[src/pkg/lmf_params.svh]
`ifndef LMF_PARAMS_SVH
`define LMF_PARAMS_SVH

// address map
`define LMF_GP_LAST        17'h001FF
`define LMF_REG1_FIRST     17'h00200
`define LMF_REG2_LAST      17'h0023F
`define LMF_RSV1_FIRST     17'h00240
`define LMF_RSV1_LAST      17'h0025F
`define LMF_BKP_FIRST      17'h00260
`define LMF_BKP_LAST       17'h0029F
`define LMF_RSV2_FIRST     17'h002A0
`define LMF_RSV2_LAST      17'h00FFF
`define LMF_LOG_FIRST      17'h01000
`define LMF_LOG_LAST       17'h1F9FF
`define LMF_PW_FIRST       17'h00228
`define LMF_PW_LAST        17'h00237

// crc
`define LMF_CRC_POLY       8'h8C
`define LMF_CRC_INIT       8'h00

// rom-level commands
`define LMF_ROM_READ       8'h33
`define LMF_ROM_MATCH      8'h55
`define LMF_ROM_SEARCH     8'hF0
`define LMF_ROM_CSEARCH    8'hEC
`define LMF_ROM_SKIP       8'hCC
`define LMF_ROM_OD_SKIP    8'h3C
`define LMF_ROM_OD_MATCH   8'h69
`define LMF_ROM_RESUME     8'hA5

// extended commands that may start the rtc
`define LMF_CMD_COPY       8'h99
`define LMF_CMD_FORCED     8'h4B
`define LMF_CMD_BEGIN      8'hDD
`define LMF_CMD_BATTERY    8'h33

// result bytes
`define LMF_RES_BUSY       8'hFF
`define LMF_RES_OK         8'hAA
`define LMF_RES_OK_ALT     8'h55
`define LMF_RES_MISSION    8'h22
`define LMF_RES_WRITE_ERR  8'h44
`define LMF_RES_BAD_PARAM  8'h77
`define LMF_RES_BAD_AUTH   8'h33
`define LMF_RES_BAD_PW     8'h11
`define LMF_RES_NEED_CLEAR 8'h00

// timing
`define LMF_RTC_DELAY_MS   500
`define LMF_CLK_MHZ        250

`endif

[src/pkg/lmf_pkg.sv]
package lmf_pkg;

	typedef enum logic [3:0] {
		LMF_REG_NONE,
		LMF_REG_GP,
		LMF_REG_REGPAGE,
		LMF_REG_PASSWORD,
		LMF_REG_BACKUP,
		LMF_REG_RESERVED,
		LMF_REG_LOG
	} lmf_region_t;

	typedef struct packed {
		logic        valid;
		logic        write;
		logic [16:0] addr;
		logic [7:0]  wdata;
	} lmf_mem_req_t;

	typedef struct packed {
		logic        valid;
		logic        ok;
		logic        hide;
		lmf_region_t region;
		logic [7:0]  result;
	} lmf_mem_rsp_t;

	typedef struct packed {
		logic       valid;
		logic [7:0] code;
		logic [7:0] outcome;
	} lmf_xcmd_t;

endpackage

[src/hw/lmf_front_end.sv]
`timescale 1ns/1ns
`include "lmf_params.svh"

module lmf_front_end import lmf_pkg::*; #(
	parameter logic [7:0]  FAMILY_CODE = 8'h5A, // arbitrary value
	parameter logic [47:0] SERIAL      = 48'h0123_4567_89AB, // arbitrary value
	parameter int          DELAY_CYCLES = `LMF_RTC_DELAY_MS * 1000 * `LMF_CLK_MHZ
) (
	// clock and reset
	input  wire logic        core_clk,
	input  wire logic        arst_n,
	// bus-side reset and bit events
	input  wire logic        bus_reset,
	input  wire logic        rx_bit_valid,
	input  wire logic        rx_bit,
	input  wire logic        tx_bit_req,
	// bus power
	input  wire logic        bus_high,
	// decoded extended command and memory access
	input  wire lmf_xcmd_t   xcmd,
	input  wire lmf_mem_req_t mem_req,
	// device state
	input  wire logic        mission_programmed,
	input  wire logic        clear_done,
	// outputs
	output logic             tx_bit,
	output logic [7:0]       rx_byte,
	output logic             rx_byte_valid,
	output logic             overdrive,
	output logic             func_enabled,
	output logic             powered,
	output logic [63:0]      rom_id,
	output logic             crc_ok,
	output logic [7:0]       result_byte,
	output logic             delay_busy,
	output lmf_mem_rsp_t     mem_rsp,
	output logic [255:0]     scratchpad
);

	if (DELAY_CYCLES < 1) begin : g_bad_delay
		$error("delay must be at least one cycle");
	end

	//----------------------------------------
	// decoding helpers
	//----------------------------------------
	function automatic logic [7:0] crc_step(input logic [7:0] c, input logic b);
		logic fb;
		fb = c[0] ^ b;
		crc_step = (c >> 1) ^ (fb ? `LMF_CRC_POLY : 8'h00);
	endfunction

	function automatic lmf_region_t region_of(input logic [16:0] a);
		if (a <= `LMF_GP_LAST)                          region_of = LMF_REG_GP;
		else if (a >= `LMF_PW_FIRST && a <= `LMF_PW_LAST) region_of = LMF_REG_PASSWORD;
		else if (a <= `LMF_REG2_LAST)                   region_of = LMF_REG_REGPAGE;
		else if (a <= `LMF_RSV1_LAST)                   region_of = LMF_REG_RESERVED;
		else if (a <= `LMF_BKP_LAST)                    region_of = LMF_REG_BACKUP;
		else if (a <= `LMF_RSV2_LAST)                   region_of = LMF_REG_RESERVED;
		else if (a <= `LMF_LOG_LAST)                    region_of = LMF_REG_LOG;
		else                                            region_of = LMF_REG_NONE;
	endfunction

	function automatic logic is_rtc_cmd(input logic [7:0] c);
		is_rtc_cmd = (c == `LMF_CMD_COPY) || (c == `LMF_CMD_FORCED) ||
			(c == `LMF_CMD_BEGIN) || (c == `LMF_CMD_BATTERY);
	endfunction

	function automatic logic is_rom_cmd(input logic [7:0] c);
		case (c)
			`LMF_ROM_READ, `LMF_ROM_MATCH, `LMF_ROM_SEARCH, `LMF_ROM_CSEARCH,
			`LMF_ROM_SKIP, `LMF_ROM_OD_SKIP, `LMF_ROM_OD_MATCH, `LMF_ROM_RESUME: is_rom_cmd = 1'b1;
			default: is_rom_cmd = 1'b0;
		endcase
	endfunction

	//----------------------------------------
	// id and crc
	//----------------------------------------
	logic [55:0] id_body;
	logic [7:0]  id_crc;
	assign id_body = {SERIAL, FAMILY_CODE};
	always_comb begin
		id_crc = `LMF_CRC_INIT;
		for (int i = 0; i < 56; i++)
			id_crc = crc_step(id_crc, id_body[i]);
	end

	//----------------------------------------
	// protocol state
	//----------------------------------------
	typedef enum logic [1:0] {ST_ROM, ST_FUNC, ST_RESULT} lmf_state_t;
	lmf_state_t  state, next_state;
	logic [7:0]  shreg, next_shreg;
	logic [2:0]  bitcnt, next_bitcnt;
	logic [7:0]  txsh, next_txsh;
	logic [2:0]  txcnt, next_txcnt;
	logic        next_overdrive, next_rx_byte_valid, next_tx_bit;
	logic [7:0]  next_rx_byte, next_result_byte;
	logic [7:0]  chk, next_chk;
	logic [6:0]  chk_cnt, next_chk_cnt;
	logic        next_crc_ok;
	logic        clr_state, next_clr_state;
	logic [31:0] dly, next_dly;
	logic [7:0]  pend, next_pend;
	logic        next_delay_busy;
	logic [7:0]  gp_written [0:63];
	logic [255:0] next_scratch;
	lmf_mem_rsp_t next_mem_rsp;
	logic        gp_set;
	logic [5:0]  gp_idx;
	logic [7:0]  byte_in;

	always_comb begin
		next_state = state;
		next_shreg = shreg;
		next_bitcnt = bitcnt;
		next_txsh = txsh;
		next_txcnt = txcnt;
		next_overdrive = overdrive;
		next_rx_byte = rx_byte;
		next_rx_byte_valid = 1'b0;
		next_tx_bit = tx_bit;
		next_result_byte = result_byte;
		next_chk = chk;
		next_chk_cnt = chk_cnt;
		next_crc_ok = crc_ok;
		next_clr_state = clr_state;
		next_dly = dly;
		next_pend = pend;
		next_delay_busy = delay_busy;
		byte_in = {rx_bit, shreg[7:1]};
		if (bus_reset) begin
			next_state = ST_ROM;
			next_bitcnt = 3'h0;
			next_txcnt = 3'h0;
			next_chk = `LMF_CRC_INIT;
			next_chk_cnt = 7'h00;
		end else begin
			if (rx_bit_valid) begin
				next_shreg = byte_in;
				next_bitcnt = bitcnt + 3'h1;
				if (chk_cnt < 7'd64) begin
					next_chk = crc_step(chk, rx_bit);
					next_chk_cnt = chk_cnt + 7'h01;
					if (chk_cnt == 7'd63)
						next_crc_ok = (crc_step(chk, rx_bit) == 8'h00);
				end
				if (bitcnt == 3'h7) begin
					next_rx_byte = byte_in;
					next_rx_byte_valid = 1'b1;
					if (state == ST_ROM && is_rom_cmd(byte_in)) begin
						next_state = ST_FUNC;
						if (!overdrive && (byte_in == `LMF_ROM_OD_SKIP || byte_in == `LMF_ROM_OD_MATCH))
							next_overdrive = 1'b1;
					end
				end
			end
			if (tx_bit_req) begin
				next_tx_bit = (state == ST_RESULT) ? result_byte[txcnt] : txsh[0];
				next_txsh = {1'b1, txsh[7:1]};
				next_txcnt = txcnt + 3'h1;
			end
		end
		// a bus reset in the same cycle wins: the command is dropped
		if (xcmd.valid && state == ST_FUNC && !bus_reset) begin
			next_state = ST_RESULT;
			if (mission_programmed && xcmd.code == `LMF_CMD_BEGIN)
				next_result_byte = `LMF_RES_MISSION;
			else if (clr_state && is_rtc_cmd(xcmd.code)) begin
				next_result_byte = `LMF_RES_BUSY;
				next_pend = xcmd.outcome;
				next_dly = 32'(DELAY_CYCLES - 1);
				next_delay_busy = 1'b1;
				next_clr_state = 1'b0;
			end else
				next_result_byte = xcmd.outcome;
		end
		if (delay_busy) begin
			if (dly == 32'h0) begin
				next_delay_busy = 1'b0;
				next_result_byte = pend;
			end else
				next_dly = dly - 32'h1;
		end
		if (clear_done)
			next_clr_state = 1'b1;
	end

	//----------------------------------------
	// memory access decode
	//----------------------------------------
	assign gp_idx = mem_req.addr[8:3];
	always_comb begin
		next_mem_rsp = '0;
		next_scratch = scratchpad;
		gp_set = 1'b0;
		if (mem_req.valid) begin
			next_mem_rsp.valid = 1'b1;
			next_mem_rsp.region = region_of(mem_req.addr);
			next_mem_rsp.result = `LMF_RES_OK;
			next_mem_rsp.ok = 1'b1;
			case (region_of(mem_req.addr))
				LMF_REG_GP: begin
					if (mem_req.write && gp_written[gp_idx][mem_req.addr[2:0]]) begin
						next_mem_rsp.ok = 1'b0;
						next_mem_rsp.result = `LMF_RES_WRITE_ERR;
					end else if (mem_req.write)
						gp_set = 1'b1;
				end
				LMF_REG_REGPAGE, LMF_REG_PASSWORD: begin
					if (mem_req.write && mission_programmed) begin
						next_mem_rsp.ok = 1'b0;
						next_mem_rsp.result = `LMF_RES_MISSION;
					end
					next_mem_rsp.hide = !mem_req.write && region_of(mem_req.addr) == LMF_REG_PASSWORD;
				end
				LMF_REG_BACKUP, LMF_REG_LOG: begin
					if (mem_req.write) begin
						next_mem_rsp.ok = 1'b0;
						next_mem_rsp.result = `LMF_RES_BAD_PARAM;
					end
				end
				default: begin
					next_mem_rsp.ok = 1'b0;
					next_mem_rsp.result = `LMF_RES_BAD_PARAM;
				end
			endcase
			if (mem_req.write && next_mem_rsp.ok)
				next_scratch[{mem_req.addr[4:0], 3'b000} +: 8] = mem_req.wdata;
		end
	end

	//----------------------------------------
	// registers
	//----------------------------------------
	always_ff @(posedge core_clk or negedge arst_n) begin
		if (!arst_n) begin
			state <= ST_ROM;
			shreg <= 8'h00;
			bitcnt <= 3'h0;
			txsh <= 8'hFF;
			txcnt <= 3'h0;
			overdrive <= 1'b0;
			rx_byte <= 8'h00;
			rx_byte_valid <= 1'b0;
			tx_bit <= 1'b1;
			result_byte <= `LMF_RES_BUSY;
			chk <= `LMF_CRC_INIT;
			chk_cnt <= 7'h00;
			crc_ok <= 1'b0;
			clr_state <= 1'b1;
			dly <= 32'h0;
			pend <= 8'h00;
			delay_busy <= 1'b0;
			mem_rsp <= '0;
			scratchpad <= '0;
			func_enabled <= 1'b0;
			powered <= 1'b0;
			rom_id <= 64'h0;
			for (int i = 0; i < 64; i++)
				gp_written[i] <= 8'h00;
		end else begin
			state <= next_state;
			shreg <= next_shreg;
			bitcnt <= next_bitcnt;
			txsh <= next_txsh;
			txcnt <= next_txcnt;
			overdrive <= next_overdrive;
			rx_byte <= next_rx_byte;
			rx_byte_valid <= next_rx_byte_valid;
			tx_bit <= next_tx_bit;
			result_byte <= next_result_byte;
			chk <= next_chk;
			chk_cnt <= next_chk_cnt;
			crc_ok <= next_crc_ok;
			clr_state <= next_clr_state;
			dly <= next_dly;
			pend <= next_pend;
			delay_busy <= next_delay_busy;
			mem_rsp <= next_mem_rsp;
			scratchpad <= next_scratch;
			func_enabled <= (next_state != ST_ROM);
			powered <= bus_high;
			rom_id <= {id_crc, id_body};
			// clear wins here: an erase wipes the whole once-only record
			for (int i = 0; i < 64; i++)
				if (clear_done)
					gp_written[i] <= 8'h00;
				else if (gp_set && gp_idx == 6'(i))
					gp_written[i][mem_req.addr[2:0]] <= 1'b1;
		end
	end

endmodule

[config.mk]
export PLATFORM = sky130hd
export DESIGN_NAME = lmf_front_end
export DESIGN_NICKNAME = d
export VERILOG_FILES = /design/src/pkg/lmf_pkg.sv /design/src/hw/lmf_front_end.sv
export VERILOG_INCLUDE_DIRS = /design/src /design/src/pkg
export SDC_FILE = /design/constraint.sdc
export NUM_CORES = 2
export LEC_CHECK = 0
export BUFFER_PORTS_ARGS = -buffer_cell sky130_fd_sc_hd__buf_4
export CAP_MARGIN = 25
export CORE_MARGIN = 4
export CORE_UTILIZATION = 55
export DETAILED_ROUTE_END_ITERATION = 8
export PLACE_DENSITY = 0.75
export SYNTH_ARGS = -nofsm -noshare
export SYNTH_HDL_FRONTEND = slang
export SYNTH_SLANG_ARGS = --single-unit
[constraint.sdc]
create_clock -name core_clk -period 6.8 [get_ports core_clk]
set_input_delay 0.34 -clock core_clk [delete_from_list [all_inputs] [get_ports core_clk]]
set_output_delay 0.34 -clock core_clk [all_outputs]
set_load 0.01 [all_outputs]
---- Word level (Yosys, flattened, before mapping) ----
Index checks and enable logic that the tools add are counted.
word-level totals
  flip-flop bits (word level) ............. 879
  latch bits .............................. 0
  bits in writable memories ............... 0
  ROM bits ................................ 0
  bits of input ports ..................... 53
  output and inout port bits .............. 358
  logic and storage cells ................. 639
  memories ................................ 0
operators by class
  $add $sub $neg .......................... 5
  multipliers ............................. 0
  div/mod/pow operators ................... 0
  $lt $le $gt $ge ......................... 13
  equal/unequal tests ..................... 86
  shift operators ......................... 2
  muxes and demuxes ....................... 206
  bitwise logic cells ..................... 69
  reductions and logical operators ........ 169
operators with widths
  cell                                                     count
  two-way mux 8 bit                                        142
  bitwise OR 8 bit                                         64
  bitwise mux 256 bit                                      1
  variable shift 8 x 10 -> 256 bit (first input constant)  1
  variable part select 8 x 10 -> 256 bit                   1
  == test 6 bit (second input constant)                    32
  two-way mux 32 bit                                       5
  nonzero test 2 bit                                       70
  == test 6 x 5 -> 1 bit (second input constant)           16
  logical AND 1 bit                                        76
  <= comparator 17 x 10 -> 1 bit (second input constant)   4
  binary-select mux 8 bit (select 6 bit)                   1
  == test 6 x 4 -> 1 bit (second input constant)           8
  == test 8 bit (second input constant)                    6
  zero test 32 bit                                         1
  two-way mux 4 bit                                        8
  subtractor 32 x 1 -> 32 bit (second input constant)      1
  two-way mux 1 bit                                        29
  == test 6 x 3 -> 1 bit (second input constant)           4
  == test 8 x 6 -> 1 bit (second input constant)           3
  == test 8 x 7 -> 1 bit (second input constant)           3
  case mux 8 bit (3 select lines)                          1
  two-way mux 7 bit                                        3
  two-way mux 3 bit                                        6
  41 further kinds                                         64

---- Depth between registers and ports, before layout ----
  depth after elaboration ................. 17
  mapped depth ............................ 17
  mapped depth without buffers ............ 11

---- Worst setup path after synthesis ----
OpenSTA, ideal clock, no wires.
  kind .................................... in2reg
  start point ............................. input port mem_req[11] (netlist name)
  end point ............................... register scratchpad[104]
  arrival ................................. 2.900 ns
  data required time ...................... 6.675 ns
  path slack .............................. 3.775 ns
  cell stages on the path ................. 14
  buffers on the path ..................... 5
  cell sequence ........................... buf_6 > buf_6 > buf_6 > buf_4 > mux2i_1 > a22oi_1 > nand3_1 > nand4_1 > nor4_2 > nor2_1 > a21o_1 > buf_6 > nor3_4 > mux2_4
between the ends
  word-level cells in the longest chain between the ends .. 15
RTL lines
  element                                                           line                  source
  start, declared                                                   lmf_front_end.sv:21   input wire lmf_mem_req_t mem_req,
  <= comparator 17 bit (no line)                                    --
  two-way mux 3 bit                                                 lmf_front_end.sv:60   else if (a <= `LMF_LOG_LAST) region_of = LMF_REG_LOG;
  two-way mux 3 bit                                                 lmf_front_end.sv:59   else if (a <= `LMF_RSV2_LAST) region_of = LMF_REG_RESERVED;
  two-way mux 4 bit                                                 lmf_front_end.sv:58   else if (a <= `LMF_BKP_LAST) region_of = LMF_REG_BACKUP;
  two-way mux 4 bit                                                 --
  two-way mux 4 bit                                                 lmf_front_end.sv:56   else if (a <= `LMF_REG2_LAST) region_of = LMF_REG_REGPAGE;
  two-way mux 4 bit                                                 lmf_front_end.sv:55   else if (a >= `LMF_PW_FIRST && a <= `LMF_PW_LAST) region_of = LMF_REG_PASSWORD;
  two-way mux 4 bit                                                 lmf_front_end.sv:54   if (a <= `LMF_GP_LAST) region_of = LMF_REG_GP;
  two-way mux 4 bit                                                 lmf_front_end.sv:198  if (mem_req.valid) begin
  == test 4 x 3 -> 1 bit or == test 4 x 2 -> 1 bit (tied branches)  lmf_front_end.sv:203  case (region_of(mem_req.addr))
  OR reduction 2 bit                                                lmf_front_end.sv:203
  case mux 1 bit (3 select lines)                                   lmf_front_end.sv:203
  two-way mux 1 bit                                                 lmf_front_end.sv:198
  logical AND 1 bit                                                 lmf_front_end.sv:229  if (mem_req.write && next_mem_rsp.ok)
  AND reduction 2 bit (no line)                                     --
  end signal, assigned                                              lmf_front_end.sv:282  scratchpad <= next_scratch;
  end, declared                                                     lmf_front_end.sv:37   output logic [255:0] scratchpad
Parallel ways exist; a longest one is shown, timed or not. The select of a mux whose other input is x is not followed.
A chain may end at the register's enable or synchronous reset.

---- Final worst setup path ----
  start point ............................. input port mem_req[13] (netlist name)
  end point ............................... register scratchpad[240]
between the ends
  word-level cells in the longest chain between the ends .. 15
RTL lines
  element                                                           line
  <= comparator 17 bit (no line)                                    --
  two-way mux 3 bit                                                 lmf_front_end.sv:60
  two-way mux 3 bit                                                 lmf_front_end.sv:59
  two-way mux 4 bit                                                 lmf_front_end.sv:58
  two-way mux 4 bit                                                 --
  two-way mux 4 bit                                                 lmf_front_end.sv:56
  two-way mux 4 bit                                                 lmf_front_end.sv:55
  two-way mux 4 bit                                                 lmf_front_end.sv:54
  two-way mux 4 bit                                                 lmf_front_end.sv:198
  == test 4 x 3 -> 1 bit or == test 4 x 2 -> 1 bit (tied branches)  lmf_front_end.sv:203
  OR reduction 2 bit                                                lmf_front_end.sv:203
  case mux 1 bit (3 select lines) *                                 lmf_front_end.sv:203
  two-way mux 1 bit *                                               lmf_front_end.sv:198
  logical AND 1 bit *                                               lmf_front_end.sv:229
  AND reduction 2 bit (no line) *                                   --
Every way passes the cells marked *; elsewhere a longest branch is shown, timed or not. The select of a mux whose other input is x is not followed.

==> impl_metrics.json <==
{
  "gp_congestion": 0.8736,
  "critPathLaunchType": "primary input",
  "finalMaxSlewViolations": 0,
  "hold_start": "mem_req[7]",
  "synth.avg_cell_area_um2": 10.25,
  "crit_slowest_cell": "nor3_4",
  "grt_pass1_vias": 32702,
  "crit_top_cell": "buf_4",
  "grt_usage_pct": 30.41,
  "syn_inst": 4023,
  "multiInputGateArea_mm2": 0.01751,
  "overflow": 0,
  "die_width_um": 281.8,
  "fp-row-count": 100,
  "clock_path_buffers": 3,
  "seqCellArea_mm2": 0.02183,
  "worstReg2RegStart": "gp_written[142]",
  "wire_per_inst_um": 23.41,
  "portBuffers": 375,
  "crit_buf_inv": 2,
  "drc": 0,
  "p_per_area_mw_per_mm2": 234.2,
  "worst_setup_path_end_kind": "register",
  "yosysSeqAreaShare_pct": 52.97,
  "reg2reg_depth": 9,
  "setup_slack_ps": 1961,
  "crit_family": "simple AND/OR/NAND/NOR gates",
  "area_growth_pct": 14.50,
  "max_freq_mhz": 206.6,
  "hold_path_end": "scratchpad[7]",
  "fin_setup_tns_ps": 0,
  "hpwl_um": 78850,
  "rsz0062_at_grt": "no",
  "power_w": 0.01105,
  "vias_per_cell": 6.297,
  "min_period_ps": 4839,
  "core_mm2": 0.07432,
  "r2r_setup_slack_ps": 2460,
  "maxCapViolCount": 0,
  "clock-root-buffer": "clkbuf_16",
  "irDropWorstVdd_v": 0.0001866,
  "dieArea_mm2": 0.07938,
  "num_io_pins": 411,
  "status": "finished clean",
  "drive_gt1_share_pct": 19.84,
  "worstSetupPathType": "primary input to register",
  "htree_levels": 3,
  "relSlewSlack_pct": 24.82,
  "die_y_um": 281.8,
  "place_ws_ps": 1615,
  "antenna_found_initial": 2,
  "grt_max_degree": 231,
  "min_delay_path_depth": 2,
  "diodes": 0,
  "clock_latency_ps": 650,
  "required_ps": 7320,
  "cp_data_arrival_time_ps": 5360,
  "synth_edf_count": 0,
  "synthFlopType": "dfrtp_1",
  "wirelength_um": 123500,
  "cts_buffers": 92,
  "antenna_left": 0,
  "final_nets": 4299,
  "clock-sinks": 872,
  "min_period_over_period_pct": 71.16,
  "worst_pin_slew_ps": 1124,
  "initial_utilization_pct": 55.46,
  "setup_violations": 0,
  "path_cells": "buf_4, and2_2, buf_4, a22oi_1, nand3_1, nand4_1, nor4_1, a21oi_2, nor3_4, a41o_1, mux2_1",
  "num_vias": 33204,
  "cp_max_fo": 32,
  "finalHoldViolations": 0,
  "worstReg2RegEnd": "scratchpad[240]",
  "clkTransAtPathRegs_ps": 60,
  "yosys_warnings": 0,
  "p_leak_nw": 22.63,
  "min_path_type": "primary input to register",
  "drt_iter0_drc": 3579,
  "slowest_delay_ps": 970,
  "synthArstFlopShare_pct": 100.0,
  "skew_ps": 28.74,
  "fillers": 5943,
  "grt_first_pass_wirelength_um": 190800,
  "first_pass_iters": 6,
  "synth_area_mm2": 0.04122,
  "cts_tree": "built",
  "postCtsSetupRepairBufs": 0,
  "synth_seq_cells": 872,
  "synth_cell_types": 74
}
==> cell usage after synthesis (all sizes together), types with 8 or more instances <==
master / count / area [µm²]
a31oi: 142 / 888.4
nand3: 80 / 400.4
a22oi: 84 / 630.6
a211oi: 40 / 300.3
o2111ai: 8 / 210.2
mux2: 262 / 3010
and3: 11 / 68.82
a21o: 14 / 105.1
buf: 213 / 1399
a21oi: 363 / 1824
inv: 17 / 63.81
and2: 17 / 106.4
dfstp: 10 / 262.8
dfrtp: 862 / 21570
ha: 9 / 112.6
xor2: 11 / 96.34
nor2: 880 / 3308
nor2b: 21 / 131.4
nand2: 187 / 701.9
a41oi: 72 / 630.6
nor4: 14 / 115.1
or3: 9 / 56.30
clkbuf: 163 / 611.8
o21ai: 36 / 180.2
a22o: 13 / 113.9
nor3: 89 / 555.5
nand4: 29 / 181.4
a41o: 14 / 140.1
mux2i: 264 / 2643
==> final cells by class <==
| cell class | instances | share of cell area, % |
|---|---|---|
| Clock buffer | 145 | 5.796 |
| Multi-Input combinational cell | 2791 | 37.10 |
| Tap cell | 969 | 2.569 |
| Inverter | 17 | 0.1352 |
| Timing Repair Buffer | 463 | 7.800 |
| Sequential cell | 872 | 46.26 |
| Clock inverter | 16 | 0.3367 |
==> repair_timing <==
item                                   in CTS  in global routing
hold buffers                               19                  0
endpoints found under the hold margin     113                  0
gates resized for setup                     0                  0
==> report_power, final <==
part / total, W / internal [W] / switching, W
Clock: 0.00488 / 0.00282 / 0.00205
Sequential: 0.00529 / 0.00524 / 0.0000502
Combinational: 0.000882 / 0.000264 / 0.000618
==> per-layer routing <==
metal | GRT usage, % | wire [µm] | share of wire, % | vias to the layer above
met5 | 0 | 25 | 0.020 | -
met3 | 5.970 | 10980 | 8.9 | 440
met2 | 46.68 | 56340 | 46 | 1707
li1 | - | - | - | 14522
met4 | 15.11 | 6908 | 5.6 | 4
met1 | 41.78 | 49200 | 40 | 16531
==> stage by stage <==
stage | hold slack [ps] | instance area (µm²) | util [%] | cells
5_1_grt | 6.168 | 47190 | 63.50 | 5273
4_1_cts | 1.155 | 47140 | 63.42 | 5268
3_3_place_gp | 413.6 | 44040 | 59.26 | 5087
6_report | 16.53 | 47190 | 63.50 | 5273
2_1_floorplan | 44.41 | 41340 | - | 4057
3_5_place_dp | 412.6 | 44050 | 59.27 | 5088
==> worst max-delay path by stage <==
stage               slack, ps         endpoint         from  cells past startpoint
floorplan                3780  scratchpad[104]  mem_req[11]                     14
global placement         1670  scratchpad[241]  mem_req[12]                     11
detailed placement       1620  scratchpad[243]  mem_req[12]                     11
CTS                      2270  scratchpad[243]  mem_req[12]                     11
global route             1980  scratchpad[240]  mem_req[13]                     11
finish                   1960  scratchpad[240]  mem_req[13]                     11
==> cells in the final DEF (no fill, tap or decap), types with 15 or more instances in the layout <==
| cell | Yosys | final |
|---|---|---|
| dfrtp_1 | 862 | 862 |
| buf_4 | 83 | 430 |
| a22oi_1 | 84 | 84 |
| a31oi_1 | 142 | 142 |
| mux2_1 | 48 | 48 |
| mux2_4 | 16 | 16 |
| nor2b_1 | 21 | 19 |
| mux2i_1 | 264 | 264 |
| nand4_1 | 29 | 29 |
| inv_1 | 17 | 17 |
| nand2_1 | 187 | 187 |
| a21oi_1 | 361 | 361 |
| mux2_2 | 198 | 198 |
| a211oi_1 | 40 | 40 |
| o21ai_0 | 35 | 35 |
| dlygate4sd3_1 | 0 | 19 |
| nand3_1 | 80 | 80 |
| a41oi_1 | 72 | 72 |
| clkbuf_8 | 0 | 17 |
| clkbuf_1 | 163 | 33 |
| nor3_1 | 77 | 75 |
| and2_1 | 17 | 15 |
| conb_1 | 2 | 36 |
| nor2_1 | 878 | 877 |
| clkbuf_16 | 0 | 95 |
==> sequential cells by signal, summed over array words and instances (netlist names) <==
register,count
scratchpad,256
rx_byte,8
bitcnt,3
result_byte,8
gp_written,512
overdrive,1
delay_busy,1
pend,8
crc_ok,1
func_enabled,1
dly,32
rom_id,1
tx_bit,1
chk_cnt,7
clr_state,1
powered,1
rx_byte_valid,1
state,2
shreg,7
mem_rsp,9
txcnt,3
chk,8
==> cells by family (layout without fill, tap and decap cells) <==
kind of cell	after synthesis	after routing	synth area share, %
mux	528	528	13.82
other cells	2	36	0.01822
xor+xnor	16	16	0.3582
buf+inv	394	641	5.054
flops	872	872	52.97
simple gates	1384	1384	14.64
compound gates	818	818	12.86
fa+ha+maj	9	9	0.2732
No activity file was read; power rests on OpenSTA's default activity.
